===== src/hdl/debug_pin_mux_pkg.sv =====
// constants shared by the debug pin multiplexer files
package debug_pin_mux_pkg;

	// ------------------------------------------------------------
	// pin indices
	// ------------------------------------------------------------
	localparam int NUM_PINS        = 5;
	localparam int NUM_SAMPLED     = 6;
	localparam int PIN_PORT_A_BIT0 = 0;
	localparam int PIN_PORT_A_BIT1 = 1;
	localparam int PIN_PORT_A_BIT2 = 2;
	localparam int PIN_PORT_A_BIT3 = 3;
	localparam int PIN_PORT_B_BIT0 = 4;
	localparam int SMP_EXT_RESET_N = 5;

	// ------------------------------------------------------------
	// per-pin settings field layout
	// ------------------------------------------------------------
	localparam int CFG_W        = 6;
	localparam int F_FUNC_SEL   = 0;
	localparam int F_INPUT_EN   = 1;
	localparam int F_OUTPUT_CTL = 2;
	localparam int F_PULLUP     = 3;
	localparam int F_PULLDOWN   = 4;
	localparam int F_DATA_OUT   = 5;

	// reset values: {data, pdn, pup, cr, ie, fr}
	localparam logic [5:0] RST_PORT_A_BIT0 = 6'h0f;
	localparam logic [5:0] RST_PORT_A_BIT1 = 6'h13;
	localparam logic [5:0] RST_PORT_A_BIT2 = 6'h00;
	localparam logic [5:0] RST_PORT_A_BIT3 = 6'h00;
	localparam logic [5:0] RST_PORT_B_BIT0 = 6'h05;
	localparam logic       RST_STBY_DRIVE  = 1'b0;

	// ------------------------------------------------------------
	// register map (byte addresses)
	// ------------------------------------------------------------
	localparam int         ADDR_W       = 8;
	localparam logic [7:0] OFS_CFG_BASE = 8'h00;
	localparam logic [7:0] OFS_STANDBY  = 8'h14;
	localparam logic [7:0] OFS_STATUS   = 8'h18;
	localparam int         ST_PIN_LSB   = 0;
	localparam int         ST_MODE_LSB  = 8;
	localparam int         ST_EXT_RST   = 12;

	localparam logic [1:0] RESP_OKAY   = 2'h0;
	localparam logic [1:0] RESP_SLVERR = 2'h2;

	// debug pin usage modes
	typedef enum logic [1:0] {
		MODE_SW_VIEWER,
		MODE_SW_ONLY,
		MODE_SW_TRACE,
		MODE_DISABLED
	} dbg_mode_t;

endpackage


===== src/hdl/pin_sample_if.sv =====
// carrier between the multiplexer and its input sampler
`timescale 1ns/100ps
`default_nettype none
interface pin_sample_if;
	logic [5:0] raw;
	logic [5:0] level;
	modport sampler (input raw, output level);
	modport user    (output raw, input level);
endinterface
`default_nettype wire


===== src/hdl/pin_sampler.sv =====
// three-stage sampler for pin inputs from outside the clock domain
`timescale 1ns/100ps
`default_nettype none
module pin_sampler (
	input  wire logic        aclk,
	input  wire logic        aresetn,
	pin_sample_if.sampler    smp
);
	logic [5:0] s1_q, s2_q, s3_q, level_q;
	logic [5:0] s1_d, s2_d, s3_d, level_d;

	always_comb begin
		s1_d = smp.raw;
		s2_d = s1_q;
		s3_d = s2_q;
		level_d = level_q;
		for (int i = 0; i < 6; i++) begin
			// a change counts only once stages two and three agree
			if (s2_q[i] == s3_q[i]) begin
				level_d[i] = s3_q[i];
			end
		end
	end

	// resets low: external reset reads as held until the pin is seen
	always_ff @(posedge aclk) begin
		if (!aresetn) begin
			s1_q    <= 6'h00;
			s2_q    <= 6'h00;
			s3_q    <= 6'h00;
			level_q <= 6'h00;
		end else begin
			s1_q    <= s1_d;
			s2_q    <= s2_d;
			s3_q    <= s3_d;
			level_q <= level_d;
		end
	end

	assign smp.level = level_q;
endmodule
`default_nettype wire


===== src/hdl/debug_pin_mux.sv =====
// debug pin multiplexer with axi4-lite settings registers
//
// Contract
// - After reset port A bits 0 and 1 and port B bit 0 are debug pins.
// - Data goes to port A bit 0 both ways, clock in on port A bit 1, trace clock and data out on port A bits 2 and 3.
// - Trace clock and data pins reset to general use until software sets them.
// - Each pin's settings take the documented reset values.
// - The viewer pin drives trace output only while its viewer function is on.
// - Data and viewer pins keep driving in stop mode whatever the standby drive bit says.
// - Trace offers one data bit, one clock and the viewer output.
// - Trace data is routed to the trace data pin only; the viewer pin carries viewer data.
// - Every debug pin may be selected as an ordinary port pin instead.
// - No debug traffic is accepted while the external reset pin is held.
// - Four usage modes exist, with serial wire plus viewer the default.
`timescale 1ns/100ps
`default_nettype none
module debug_pin_mux (
	input  wire logic        aclk,
	input  wire logic        aresetn,
	input  wire logic [7:0]  s_axi_awaddr,
	input  wire logic        s_axi_awvalid,
	output logic             s_axi_awready,
	input  wire logic [31:0] s_axi_wdata,
	input  wire logic [3:0]  s_axi_wstrb,
	input  wire logic        s_axi_wvalid,
	output logic             s_axi_wready,
	output logic [1:0]       s_axi_bresp,
	output logic             s_axi_bvalid,
	input  wire logic        s_axi_bready,
	input  wire logic [7:0]  s_axi_araddr,
	input  wire logic        s_axi_arvalid,
	output logic             s_axi_arready,
	output logic [31:0]      s_axi_rdata,
	output logic [1:0]       s_axi_rresp,
	output logic             s_axi_rvalid,
	input  wire logic        s_axi_rready,
	input  wire logic [4:0]  pin_in,
	output logic [4:0]       pin_out,
	output logic [4:0]       pin_oe,
	output logic [4:0]       pin_pullup,
	output logic [4:0]       pin_pulldown,
	input  wire logic        ext_reset_pin_n,
	input  wire logic        stop_mode,
	input  wire logic        swdio_drive_val,
	input  wire logic        swdio_drive_en,
	input  wire logic        trace_clock_src,
	input  wire logic        trace_data_src,
	input  wire logic        viewer_data_src,
	output logic             swdio_rx,
	output logic             swclk_rise,
	output logic             debug_link_enable,
	output logic [1:0]       debug_mode
);
	// ------------------------------------------------------------
	// input sampling
	// ------------------------------------------------------------
	pin_sample_if smp ();
	assign smp.raw = {ext_reset_pin_n, pin_in};

	pin_sampler u_sampler (
		.aclk    (aclk),
		.aresetn (aresetn),
		.smp     (smp.sampler)
	);

	// ------------------------------------------------------------
	// helpers
	// ------------------------------------------------------------
	function automatic logic [31:0] merge_strobe(
		input logic [31:0] old_v,
		input logic [31:0] new_v,
		input logic [3:0]  strb
	);
		logic [31:0] r;
		r = old_v;
		for (int b = 0; b < 4; b++) begin
			if (strb[b]) begin
				r[b*8 +: 8] = new_v[b*8 +: 8];
			end
		end
		return r;
	endfunction

	// index of a settings register, or NUM_PINS when not one
	function automatic int cfg_index(input logic [7:0] addr);
		int r;
		r = debug_pin_mux_pkg::NUM_PINS;
		for (int i = 0; i < debug_pin_mux_pkg::NUM_PINS; i++) begin
			if (addr == debug_pin_mux_pkg::OFS_CFG_BASE + 8'(i * 4)) begin
				r = i;
			end
		end
		return r;
	endfunction

	// ------------------------------------------------------------
	// register and bus state
	// ------------------------------------------------------------
	logic [5:0]  cfg_q [5];
	logic [5:0]  cfg_d [5];
	logic        stby_drive_q, stby_drive_d;
	logic        aw_held_q, aw_held_d, w_held_q, w_held_d;
	logic [7:0]  awaddr_q, awaddr_d;
	logic [31:0] wdata_q, wdata_d;
	logic [3:0]  wstrb_q, wstrb_d;
	logic        awready_q, awready_d, wready_q, wready_d;
	logic        bvalid_q, bvalid_d, arready_q, arready_d;
	logic        rvalid_q, rvalid_d;
	logic [1:0]  bresp_q, bresp_d, rresp_q, rresp_d;
	logic [31:0] rdata_q, rdata_d;
	logic [31:0] status_w;
	logic        ext_rst_held;
	logic        link_en;
	debug_pin_mux_pkg::dbg_mode_t mode_w;

	assign ext_rst_held = ~smp.level[debug_pin_mux_pkg::SMP_EXT_RESET_N];

	// ------------------------------------------------------------
	// usage mode and link gating
	// ------------------------------------------------------------
	// mode from function bits
	always_comb begin
		if (!(cfg_q[0][debug_pin_mux_pkg::F_FUNC_SEL] &&
		      cfg_q[1][debug_pin_mux_pkg::F_FUNC_SEL])) begin
			mode_w = debug_pin_mux_pkg::MODE_DISABLED;
		end else if (cfg_q[2][debug_pin_mux_pkg::F_FUNC_SEL] &&
		             cfg_q[3][debug_pin_mux_pkg::F_FUNC_SEL]) begin
			mode_w = debug_pin_mux_pkg::MODE_SW_TRACE;
		end else if (cfg_q[4][debug_pin_mux_pkg::F_FUNC_SEL]) begin
			mode_w = debug_pin_mux_pkg::MODE_SW_VIEWER;
		end else begin
			mode_w = debug_pin_mux_pkg::MODE_SW_ONLY;
		end
	end

	assign link_en = (mode_w != debug_pin_mux_pkg::MODE_DISABLED)
	                 && !ext_rst_held;

	always_comb begin
		status_w = 32'h0000_0000;
		for (int i = 0; i < debug_pin_mux_pkg::NUM_PINS; i++) begin
			status_w[debug_pin_mux_pkg::ST_PIN_LSB + i] = smp.level[i] &
				cfg_q[i][debug_pin_mux_pkg::F_INPUT_EN];
		end
		status_w[debug_pin_mux_pkg::ST_MODE_LSB +: 2] = mode_w;
		status_w[debug_pin_mux_pkg::ST_EXT_RST] = ext_rst_held;
	end

	// ------------------------------------------------------------
	// axi4-lite slave
	// ------------------------------------------------------------
	always_comb begin
		logic [31:0] merged;
		int          wi;
		int          ri;
		merged       = 32'h0000_0000;
		wi           = cfg_index(awaddr_q);
		ri           = cfg_index(s_axi_araddr);
		cfg_d        = cfg_q;
		stby_drive_d = stby_drive_q;
		aw_held_d    = aw_held_q;
		w_held_d     = w_held_q;
		awaddr_d     = awaddr_q;
		wdata_d      = wdata_q;
		wstrb_d      = wstrb_q;
		bvalid_d     = bvalid_q;
		bresp_d      = bresp_q;
		rvalid_d     = rvalid_q;
		rresp_d      = rresp_q;
		rdata_d      = rdata_q;
		arready_d    = arready_q;
		if (s_axi_awvalid && awready_q) begin
			aw_held_d = 1'b1;
			awaddr_d  = s_axi_awaddr;
		end
		if (s_axi_wvalid && wready_q) begin
			w_held_d = 1'b1;
			wdata_d  = s_axi_wdata;
			wstrb_d  = s_axi_wstrb;
		end
		if (bvalid_q && s_axi_bready) begin
			bvalid_d = 1'b0;
		end
		if (aw_held_q && w_held_q && !bvalid_q) begin
			aw_held_d = 1'b0;
			w_held_d  = 1'b0;
			bvalid_d  = 1'b1;
			bresp_d   = debug_pin_mux_pkg::RESP_OKAY;
			if (wi < debug_pin_mux_pkg::NUM_PINS) begin
				// any pin may go general use
				merged = merge_strobe({26'h0, cfg_q[wi]}, wdata_q, wstrb_q);
				cfg_d[wi] = merged[5:0];
			end else if (awaddr_q == debug_pin_mux_pkg::OFS_STANDBY) begin
				merged = merge_strobe({31'h0, stby_drive_q}, wdata_q,
				                      wstrb_q);
				stby_drive_d = merged[0];
			end else if (awaddr_q == debug_pin_mux_pkg::OFS_STATUS) begin
				bresp_d = debug_pin_mux_pkg::RESP_OKAY;
			end else begin
				bresp_d = debug_pin_mux_pkg::RESP_SLVERR;
			end
		end
		if (rvalid_q && s_axi_rready) begin
			rvalid_d  = 1'b0;
			arready_d = 1'b1;
		end
		if (s_axi_arvalid && arready_q) begin
			arready_d = 1'b0;
			rvalid_d  = 1'b1;
			rresp_d   = debug_pin_mux_pkg::RESP_OKAY;
			if (ri < debug_pin_mux_pkg::NUM_PINS) begin
				rdata_d = {26'h0, cfg_q[ri]};
			end else if (s_axi_araddr == debug_pin_mux_pkg::OFS_STANDBY) begin
				rdata_d = {31'h0, stby_drive_q};
			end else if (s_axi_araddr == debug_pin_mux_pkg::OFS_STATUS) begin
				rdata_d = status_w;
			end else begin
				rdata_d = 32'h0000_0000;
				rresp_d = debug_pin_mux_pkg::RESP_SLVERR;
			end
		end
		awready_d = !aw_held_d;
		wready_d  = !w_held_d;
	end

	always_ff @(posedge aclk) begin
		if (!aresetn) begin
			cfg_q[0]     <= debug_pin_mux_pkg::RST_PORT_A_BIT0;
			cfg_q[1]     <= debug_pin_mux_pkg::RST_PORT_A_BIT1;
			cfg_q[2]     <= debug_pin_mux_pkg::RST_PORT_A_BIT2;
			cfg_q[3]     <= debug_pin_mux_pkg::RST_PORT_A_BIT3;
			cfg_q[4]     <= debug_pin_mux_pkg::RST_PORT_B_BIT0;
			stby_drive_q <= debug_pin_mux_pkg::RST_STBY_DRIVE;
			aw_held_q    <= 1'b0;
			w_held_q     <= 1'b0;
			awaddr_q     <= 8'h00;
			wdata_q      <= 32'h0000_0000;
			wstrb_q      <= 4'h0;
			awready_q    <= 1'b0;
			wready_q     <= 1'b0;
			bvalid_q     <= 1'b0;
			bresp_q      <= 2'h0;
			arready_q    <= 1'b0;
			rvalid_q     <= 1'b0;
			rresp_q      <= 2'h0;
			rdata_q      <= 32'h0000_0000;
		end else begin
			cfg_q        <= cfg_d;
			stby_drive_q <= stby_drive_d;
			aw_held_q    <= aw_held_d;
			w_held_q     <= w_held_d;
			awaddr_q     <= awaddr_d;
			wdata_q      <= wdata_d;
			wstrb_q      <= wstrb_d;
			awready_q    <= awready_d;
			wready_q     <= wready_d;
			bvalid_q     <= bvalid_d;
			bresp_q      <= bresp_d;
			// ready rises one edge after reset release
			arready_q    <= arready_d | (!rvalid_d && !arready_q &&
			                              !rvalid_q);
			rvalid_q     <= rvalid_d;
			rresp_q      <= rresp_d;
			rdata_q      <= rdata_d;
		end
	end

	assign s_axi_awready = awready_q;
	assign s_axi_wready  = wready_q;
	assign s_axi_bvalid  = bvalid_q;
	assign s_axi_bresp   = bresp_q;
	assign s_axi_arready = arready_q;
	assign s_axi_rvalid  = rvalid_q;
	assign s_axi_rresp   = rresp_q;
	assign s_axi_rdata   = rdata_q;

	// ------------------------------------------------------------
	// pin drivers and debug link
	// ------------------------------------------------------------
	logic [4:0] out_q, out_d, oe_q, oe_d, pu_q, pu_d, pd_q, pd_d;
	logic       swclk_prev_q, swclk_prev_d, rise_q, rise_d;
	logic       rx_q, rx_d, link_q, link_d;
	logic [1:0] mode_q, mode_d;
	logic       drive_ok;

	// stop mode cuts ordinary drivers unless standby drive is set
	assign drive_ok = !stop_mode || stby_drive_q;

	always_comb begin
		for (int i = 0; i < debug_pin_mux_pkg::NUM_PINS; i++) begin
			pu_d[i] = cfg_q[i][debug_pin_mux_pkg::F_PULLUP];
			pd_d[i] = cfg_q[i][debug_pin_mux_pkg::F_PULLDOWN];
			out_d[i] = cfg_q[i][debug_pin_mux_pkg::F_DATA_OUT];
			oe_d[i]  = cfg_q[i][debug_pin_mux_pkg::F_OUTPUT_CTL] && drive_ok;
			if (cfg_q[i][debug_pin_mux_pkg::F_FUNC_SEL]) begin
				case (i)
				debug_pin_mux_pkg::PIN_PORT_A_BIT0: begin
					out_d[i] = swdio_drive_val;
					oe_d[i]  = swdio_drive_en && link_en;
				end
				debug_pin_mux_pkg::PIN_PORT_A_BIT1: begin
					out_d[i] = 1'b0;
					oe_d[i]  = 1'b0;
				end
				debug_pin_mux_pkg::PIN_PORT_A_BIT2: begin
					out_d[i] = trace_clock_src;
					oe_d[i]  = drive_ok;
				end
				debug_pin_mux_pkg::PIN_PORT_A_BIT3: begin
					out_d[i] = trace_data_src;
					oe_d[i]  = drive_ok;
				end
				default: begin
					out_d[i] = viewer_data_src;
					oe_d[i]  = 1'b1;
				end
				endcase
			end
		end
		swclk_prev_d = smp.level[debug_pin_mux_pkg::PIN_PORT_A_BIT1];
		rise_d = link_en && swclk_prev_d && !swclk_prev_q;
		rx_d   = smp.level[debug_pin_mux_pkg::PIN_PORT_A_BIT0];
		// general clock pin stops the link
		link_d = link_en;
		mode_d = mode_w;
	end

	always_ff @(posedge aclk) begin
		if (!aresetn) begin
			out_q        <= 5'h00;
			oe_q         <= 5'h00;
			pu_q         <= 5'h00;
			pd_q         <= 5'h00;
			swclk_prev_q <= 1'b0;
			rise_q       <= 1'b0;
			rx_q         <= 1'b0;
			link_q       <= 1'b0;
			mode_q       <= 2'h0;
		end else begin
			out_q        <= out_d;
			oe_q         <= oe_d;
			pu_q         <= pu_d;
			pd_q         <= pd_d;
			swclk_prev_q <= swclk_prev_d;
			rise_q       <= rise_d;
			rx_q         <= rx_d;
			link_q       <= link_d;
			mode_q       <= mode_d;
		end
	end

	assign pin_out           = out_q;
	assign pin_oe            = oe_q;
	assign pin_pullup        = pu_q;
	assign pin_pulldown      = pd_q;
	assign swclk_rise        = rise_q;
	assign swdio_rx          = rx_q;
	assign debug_link_enable = link_q;
	assign debug_mode        = mode_q;
endmodule
`default_nettype wire


===== config.mk =====
export PLATFORM = sky130hd
export DESIGN_NAME = debug_pin_mux
export DESIGN_NICKNAME = d
export VERILOG_FILES = /design/src/hdl/debug_pin_mux_pkg.sv /design/src/hdl/pin_sample_if.sv /design/src/hdl/pin_sampler.sv /design/src/hdl/debug_pin_mux.sv
export SDC_FILE = /design/constraint.sdc
export NUM_CORES = 1
export LEC_CHECK = 0
export ABC_CLOCK_PERIOD_IN_PS = 2550
export BUFFER_PORTS_ARGS = -buffer_cell sky130_fd_sc_hd__buf_2
export CORE_ASPECT_RATIO = 1.25
export CORE_MARGIN = 2
export CORE_UTILIZATION = 35
export DETAILED_ROUTE_END_ITERATION = 16
export PLACE_DENSITY = 0.56
export SKIP_LAST_GASP = 1
export SLEW_MARGIN = 20
export SYNTH_ARGS = -nofsm -noshare
export SYNTH_HDL_FRONTEND = slang
export SYNTH_SLANG_ARGS = --single-unit

===== constraint.sdc =====
create_clock -name aclk -period 2.55 [get_ports aclk]
set_clock_uncertainty 0.2 [all_clocks]
set_input_delay 0.1275 -clock aclk [delete_from_list [all_inputs] [get_ports aclk]]
set_output_delay 0.1275 -clock aclk [all_outputs]
set_load 0.1 [all_outputs]

==> metrics.txt, run 1 <==
Final Slew Violations 0; worst reg2reg startpoint awaddr_q[0]; Synth top area share 0.491; Hold Fails Final Rpt 0; mux contribution to synthesized area 0.0662; Post-Route WL ~11 mm; register area share after synthesis 0.491; Adder-Cell Fraction of Synth Area 0; vias in the first global route ~3800; DRC errors left 0; Hold Crit Endpoint pin_out[1]; Pre-antenna DRT Iters 5; post-route setup slack approximately 0.17 ns; TritonCTS buffer count 17; CP Class reg2reg; hpwl dp between 7 and 8 mm; DR vias/cell 4.78; Pleak around 2.5 nW; CTS tree yes; EDFF count, synth 0; Routed Antenna Nets 0; WHS Path Cells 3; Worst R2R Setup Slack approximately 0.17 ns; worst setup slack after placement roughly 0.18 ns; status completed; Post-Synth XOR/XNOR Area 0; count leader, synth dfxtp_1; worst hold margin just under 0.04 ns; synth cell count leaders dfxtp_1, nand2_1, o21ai_0, and2_1, buf_4; Hold Crit Start aresetn; Compound-Gate Fraction of Synth Area 0.175; post-CTS sizing 0; Required @ worst endpoint about 2.7 ns; Cells after Synth 495; Synth warnings 0; 1st-iter DRT viols ~230; RSZ-0062 raised after global routing no; Setup TNS 0 ns; die area between 10000 and 15000 um^2; fin crit period about 2.4 ns; largest net degree at the start of global routing a little under 80; Die Ht between 100 and 150 um; Slew HR 0.540; clk buf depth 2; Yosys reg bits 114; post-CTS setup buffer count 0; first-pass GRT wire length approximately 18 mm; Post-synth ARST share 0; gr usage total 0.156; # IOs approximately 140; final instance area between 6000 and 7000 um^2; max cap viols 0; mapped cell area approximately 4700 um^2; fmax 0.421 GHz; Final period util 0.932; Synth area leaders dfxtp_1, o21ai_0, and2_1; grt ovf 0; Vias 3885; worst slew pin tran about 0.7 ns; PD cells about 750 nW/um^2; Ant. Diodes 0; Worst-Skew Late Latency 0.41 ns; Hold Path Class in2reg; htree depth 4; fin nets 700; CP Capture Type register; DR WL/cell between 10 and 15 um; clock root cell clkbuf_16; Netlist cell types 45; initial antenna violation count 0; row count 47; R2R Path End cfg_q[12]; area leader, netlist dfxtp_1; Reg clk slew, reported paths 0.05 ns; core area 13100 um^2; VDD IR max around 360 uV; Cell Count, Final, Fillers Out just over 800; Main synth FF type dfxtp_1; Area growth syn-to-layout 34.5%; Mean Syn Cell Area between 9 and 10 um^2; Worst setup SP type register; Sink Count between 100 and 150; Placed Area 5160 um^2; Synth Area in Simple Gates 0.188; Initial Utilization 0.355; share of cells above drive strength 1 0.224; Worst R2R Path Depth 6; GPL Wtd Cong 0.824; critical-path maximum fanout 12; final setup vio count 0; crit path DAT roughly 2.5 ns; Port Buffer Count slightly above 80; main combinational cell family by area after synthesis simple AND/OR/NAND/NOR gates; die width between 100 and 150 um; Placed Cells 728
==> kinds of logic (layout without fill, tap and decap cells) <==
family | count (synthesis) | count (layout)
buffers and inverters | 66 | 189
muxes | 23 | 23
DFF | 114 | 114
other | 1 | 25
and+or+nand+nor | 158 | 158
AOI/OAI and AO/OA | 133 | 133
==> repair_timing <==
action / 4_1_cts / 5_1_grt
hold buffers: 53 / 0
endpoints found under the hold margin: 47 / 0
endpoints found under the setup margin: 0 / 0
==> worst max-delay path, cell delays in order (launching register included) <==
cell and delay [ns]:
dfxtp_1 0.31, or4_4 0.54, or3_1 0.54, nor4b_4 0.32, buf_12 0.18, o21ai_0 0.08
a21oi_1 0.14
==> power by group <==
part / switching, W / internal [W] / total, W
clock: 0.000860 / 0.00138 / 0.00224
combinational: 0.000404 / 0.000168 / 0.000571
sequential: 0.0000339 / 0.00182 / 0.00186
total: 0.00130 / 0.00337 / 0.00467
==> placed cells by master, fill, tap and decap left out, types with 5 or more instances in the layout <==
cell           instances
and2_1                34
clkbuf_16             17
o21ai_0               44
nand2b_1               5
a21boi_0              23
inv_6                  5
mux4_2                 6
a21oi_1               26
a31oi_1               14
nand3_1               21
buf_2                 82
conb_1                25
dlygate4sd3_1         53
mux2i_1               15
dfxtp_1              114
nor2_1                16
nand2_1               45
buf_4                 12
nor2b_1               14
inv_1                  8
nor3b_1               11
==> registers in the layout, indices dropped and copies added, names as in the netlist, 2 cells and up <==
| name | flops |
|---|---|
| wdata_q | 6 |
| s_axi_rdata | 9 |
| pin_out | 5 |
| awaddr_q | 8 |
| pin_pulldown | 5 |
| u_sampler.smp.level | 6 |
| cfg_q | 30 |
| pin_pullup | 5 |
| u_sampler.s3_q | 6 |
| debug_mode | 2 |
| u_sampler.s1_q | 6 |
| u_sampler.s2_q | 6 |
| pin_oe | 5 |
==> worst max path at each step <==
stage            startpoint        end  slack, ns  depth (start not counted)
2_1_floorplan  s_axi_bvalid  cfg_q[15]       0.25                          7
3_3_place_gp    awaddr_q[0]  cfg_q[12]       0.19                          6
3_5_place_dp    awaddr_q[0]  cfg_q[12]       0.18                          6
4_1_cts         awaddr_q[0]  cfg_q[12]       0.16                          6
5_1_grt         awaddr_q[0]  cfg_q[12]       0.07                          6
6_report        awaddr_q[0]  cfg_q[12]       0.17                          6
==> layout make-up <==
class,count,area [um^2]
fill,1293,6860
sequential,114,2280
multi-input combinational,339,2090
timing repair buffer,149,1070
clock buffer,19,443
tap,171,214
clock inverter,13,125
inverter,8,30.0
==> stage by stage <==
stage	total power (W)	utilization
after floorplan	0.00234	-
after global placement	0.00241	0.393
after detailed placement	0.00241	0.393
after CTS	0.00471	0.477
after global routing	0.00484	0.477
final	0.00467	0.477
==> routing by layer <==
| layer | wire [um] | vias to the layer above | global-route usage |
|---|---|---|---|
| met2 | 5700 | 109 | 0.278 |
| met3 | 460 | 14 | 0.0379 |
| met5 | 0 | - | 0 |
| li1 | - | 1950 | - |
| met4 | 148 | 0 | 0.0527 |
| met1 | 4480 | 1812 | 0.180 |
No activity file was read; power rests on OpenSTA's default activity.
==> run 2, diff against run 1 <==
Settings changed: CAP_MARGIN from default to 5, MAX_ROUTING_LAYER from default to met4.
==> run 2 against run 1 <==
Wire length hardly changed. Count of clock-buffer cells in the layout stayed put. Utilization is the same. Setup slack hardly changed. Sequential share of layout area did not move. Global-route usage grew 0.47 points. Largest cell class unchanged. Largest power group unchanged. Highest routed layer unchanged.
==> metrics.txt, run 2 (same netlist as run 1, synthesis figures left out) <==
end of the critical path cfg_q[12]; final setup vio count 0; Hold Path Class in2reg; met2 wire len roughly 5.7 mm; switching power 0.00130 W; fin crit period roughly 2.4 ns; Slew HR 0.542; initial antenna violation count 0; Reg clk slew, reported paths 0.05 ns; crit path DAT 2.51 ns; final design utilization 0.477; crit-path max cell delay about 0.54 ns; CTS tree yes; Ant. Diodes 0; switch share 0.278; max FFs per register 30; Area growth syn-to-layout 34.5%; Worst setup SP type register; grt ovf 0; Final period util 0.932; fin nets 700; cells along the critical path or4_4 > or3_1 > nor4b_4 > buf_12 > o21ai_0 > a21oi_1; Initial Utilization 0.355; core area ~13000 um^2; TritonCTS buffer count 17; PD cells between 700 and 800 nW/um^2; top routing layer used met4; Vias approximately 3900; die width around 110 um; first-pass GRT wire length between 15 and 20 mm; 1st-iter DRT viols slightly below 300; # IOs roughly 140; worst hold margin about 0.037 ns; Pre-antenna DRT Iters 5; Sink Count approximately 110; GPL Wtd Cong around 0.84; Die Ht approximately 130 um; Hold Fails Final Rpt 0; htree depth 4; R2R Path End cfg_q[12]; Required @ worst endpoint ~2.7 ns; clk buf depth 2; critical-path maximum fanout 12; Setup TNS 0 ns; Routed Antenna Nets 0; max cap viols 0; die area approximately 14000 um^2; DR WL/cell between 10 and 15 um; commonest non-fill, non-tap cells in the layout dfxtp_1, buf_2, dlygate4sd3_1, nand2_1, o21ai_0; Post-Route WL ~11 mm; Final Slew Violations 0; Pwr Total around 0.0047 W; RSZ-0062 raised after global routing no; fmax roughly 0.42 GHz; Worst R2R Setup Slack roughly 0.17 ns; Top Family by Delay on Critical Path simple AND/OR/NAND/NOR gates; share of cells above drive strength 1 0.224; CP max stage cell or4_4; clock root cell clkbuf_16; vias in the first global route about 3800; largest net degree at the start of global routing a little under 80; status completed; CP Buf/Inv Count 1; gr usage total 0.160; met1 wire length 4.52 mm; Reg power frac 0.398; row count between 40 and 50; post-CTS sizing 0; Pleak 2.52 nW; worst reg2reg startpoint awaddr_q[0]; Port Buffer Count 82; worst slew pin tran roughly 0.7 ns; Biggest register cfg_q; Worst R2R Path Depth 6; Clock power frac 0.480; internal power approximately 0.0034 W; hpwl dp 7.50 mm; Comb power frac 0.122; DR vias/cell 4.78; WL met3 roughly 440 um; CP Class reg2reg; Worst-Skew Late Latency 0.41 ns; DRC errors left 0; CP Capture Type register; Worst Setup SP awaddr_q[0]; Crit. path cell count 6; most common cell after layout, fill and taps aside dfxtp_1; VDD IR max between 300 and 400 uV
[run 2: layout make-up]
type	count	area, um^2
Multi-Input combinational cell	339	2090
Timing Repair Buffer	149	1070
Clock buffer	19	443
Inverter	8	30.0
Tap cell	171	214
Clock inverter	13	125
Fill cell	1293	6860
Sequential cell	114	2280
[run 2: power groups by stage]
stage / sequential (W) / clock (W) / combinational [W]
final: 0.00186 / 0.00224 / 0.000572
after global routing: 0.00186 / 0.00237 / 0.000606
after CTS: 0.00186 / 0.00228 / 0.000572
after detailed placement: 0.00190 / 0 / 0.000515
after global placement: 0.00189 / 0 / 0.000511
after floorplan: 0.00197 / 0 / 0.000371
[run 2: per-layer routing]
layer | vias up | GRT usage
li1 | 1945 | -
met1 | 1817 | 0.180
met2 | 116 | 0.278
met3 | 12 | 0.0360
met4 | 0 | 0.0548
met5 | - | -
[run 2: worst reg2reg max path: cells and delay by family (launching register included)]
kind / cells / cell delay [ns]
compound gates: 2 / 0.22
buf+inv: 1 / 0.18
flops: 1 / 0.31
simple gates: 3 / 1.40
[run 2: metrics by stage]
stage / cell area [um^2] / setup WS [ns] / instances
floorplan: 4740 / 0.252 / 519
global placement: 5160 / 0.187 / 728
detailed placement: 5160 / 0.178 / 728
CTS: 6260 / 0.160 / 813
global route: 6260 / 0.0640 / 813
finish: 6260 / 0.173 / 813
[run 2: worst min path at each step]
stage	startpoint	end	slack [ns]	cells past startpoint
floorplan	swdio_drive_en	pin_oe[0]	0.04	2
global route	s_axi_araddr[6]	s_axi_rdata[9]	0.07	5
CTS	aresetn	pin_out[1]	0.02	3
finish	aresetn	pin_out[1]	0.04	3
global placement	pin_in[0]	u_sampler.s1_q[0]	0.14	2
detailed placement	pin_in[2]	u_sampler.s1_q[2]	0.14	2
[run 2: repair_timing]
action,in CTS,in global routing
hold buffers,53,0
buffers inserted,0,0
endpoints found under the hold margin,47,0
==> run 3, diff against run 2 <==
Settings changed: HOLD_SLACK_MARGIN from default to 0.06.
==> run 3 against run 2 <==
Maximum frequency down 0.35%. Sequential cell count unchanged. Worst hold slack better by 0.012 ns. Combinational power up 0.7%. Cell count up 0.49%. Wire length up 0.86%. Critical path type unchanged. First-iteration DRC count down 12%.
==> metrics.txt, run 3 (same netlist as run 1, synthesis figures left out) <==
cells along the critical path or4_4 > or3_1 > nor4b_4 > buf_12 > o21ai_0 > a21oi_1; first-pass GRT wire length 17.8 mm; final design utilization 0.480; GPL Wtd Cong approximately 0.84; PD cells 741 nW/um^2; Hold Path Class in2reg; Comb power frac 0.123; CP Buf/Inv Count 1; max cap viols 0; grt ovf 0; clock root cell clkbuf_16; Pre-antenna DRT Iters 4; Die Ht 133 um; fin crit period 2.39 ns; Setup TNS 0 ns; Placed Cells ~730; Biggest register cfg_q; TritonCTS buffer count 17; largest net degree at the start of global routing a little under 80; Reg clk slew, reported paths 0.05 ns; Initial Utilization 0.355; Top Family by Delay on Critical Path simple AND/OR/NAND/NOR gates; Clock power frac 0.479; crit path DAT between 2 and 3 ns; internal power around 0.0034 W; Final period util 0.935; Area growth syn-to-layout 35.4%; share of cells above drive strength 1 0.224; Port Buffer Count between 80 and 90; DR WL/cell between 10 and 15 um; Worst setup SP type register; Placed Area just over 5000 um^2; VDD IR max approximately 360 uV; Routed Antenna Nets 0; critical-path maximum fanout 12; final setup vio count 0; Vias about 3900; htree depth 4; commonest non-fill, non-tap cells in the layout dfxtp_1, buf_2, dlygate4sd3_1, nand2_1, o21ai_0; worst reg2reg startpoint awaddr_q[0]; switching power between 0.001 and 0.0015 W; initial antenna violation count 0; flip-flop and latch area roughly 2300 um^2; multi-input logic area 2090 um^2; die width about 110 um; fmax 0.419 GHz; core area roughly 13000 um^2; # IOs ~140; vias in the first global route 3807; Worst Setup SP awaddr_q[0]; Hold Fails Final Rpt 0; worst slew pin tran just under 0.7 ns; fin nets roughly 700; DR vias/cell 4.76; CTS tree yes; Sink Count between 100 and 150; hpwl dp ~7.5 mm; Hold Crit Start s_axi_araddr[5]; gr usage total 0.162; Required @ worst endpoint between 2 and 3 ns; RSZ-0062 raised after global routing no; Slew HR 0.541; Post-Route WL around 11 mm; CP max stage cell or3_1; DRC errors left 0; Worst-Skew Late Latency roughly 0.41 ns; Reg power frac 0.398; filler instances ~1300; 1st-iter DRT viols between 200 and 300; Cell Count, Final, Fillers Out a little over 800; CP Capture Type register; max FFs per register 30; switch share 0.278; Ant. Diodes 0; most common cell after layout, fill and taps aside dfxtp_1; die area 14200 um^2; crit-path max cell delay between 0.5 and 0.6 ns; Pleak 2.53 nW; final instance area between 6000 and 7000 um^2; CP Class reg2reg; clk buf depth 2; row count between 40 and 50; status completed; Final Slew Violations 0
## run 3: changes by cell type in the layout (fill, tap and decap cells not counted), sizes merged
cell,change
dlygate4sd3,+4
## run 3: metal layers
layer / global-route usage / part of all wire / up-vias / wire length [um]
met1: 0.180 / 0.42 / 1827 / 4600
met4: 0.0548 / 0.012 / 0 / 129
li1: - / - / 1948 / -
met2: 0.282 / 0.53 / 105 / 5720
met3: 0.0360 / 0.038 / 10 / 416
met5: - / 0 / - / 0
## run 3: area by class of cell
| type | instances | area share |
|---|---|---|
| repair buffers | 153 | 0.176 |
| flip-flops and latches | 114 | 0.362 |
| clock inverters | 13 | 0.0199 |
| multi-input cells | 339 | 0.332 |
| clock buffers | 19 | 0.0703 |
| well taps | 171 | 0.0340 |
| inverters | 8 | 0.00477 |
## run 3: through the flow
step | power [W] | setup WS, ns | hold slack (ns)
floorplan | 0.00234 | 0.252 | 0.0361
finish | 0.00467 | 0.165 | 0.0497
detailed placement | 0.00241 | 0.178 | 0.138
global placement | 0.00241 | 0.187 | 0.137
CTS | 0.00471 | 0.0802 | 0.0613
global route | 0.00484 | 0.0636 | 0.0703
## run 3: repair_timing
action / 4_1_cts / 5_1_grt
buffers inserted: 0 / 0
setup endpoints to repair: 0 / 1
hold buffers: 58 / 0
gates resized for setup: 0 / 1
endpoints found under the hold margin: 59 / 0
## run 3: power by group through the flow
stage          Combinational, W  Clock [W]  Sequential, W
3_3_place_gp           0.000511          0        0.00189
2_1_floorplan          0.000371          0        0.00197
5_1_grt                0.000610    0.00237        0.00186
6_report               0.000576    0.00224        0.00186
3_5_place_dp           0.000515          0        0.00190
4_1_cts                0.000576    0.00228        0.00186
## run 3: final timing paths
check / cells after the start / end / slack [ns]
worst min register to register: 1 / swclk_rise / 0.20
worst max register to register: 6 / cfg_q[12] / 0.16
worst max-delay path: 6 / cfg_q[12] / 0.16
worst min-delay path: 5 / s_axi_rdata[9] / 0.05
## run 3: worst register-to-register path, cell delays in order, from the launching register on
cell and delay [ns]:
dfxtp_1 0.31, or4_4 0.54, or3_1 0.55, nor4b_4 0.33, buf_12 0.18, o21ai_0 0.08, a21oi_1 0.14
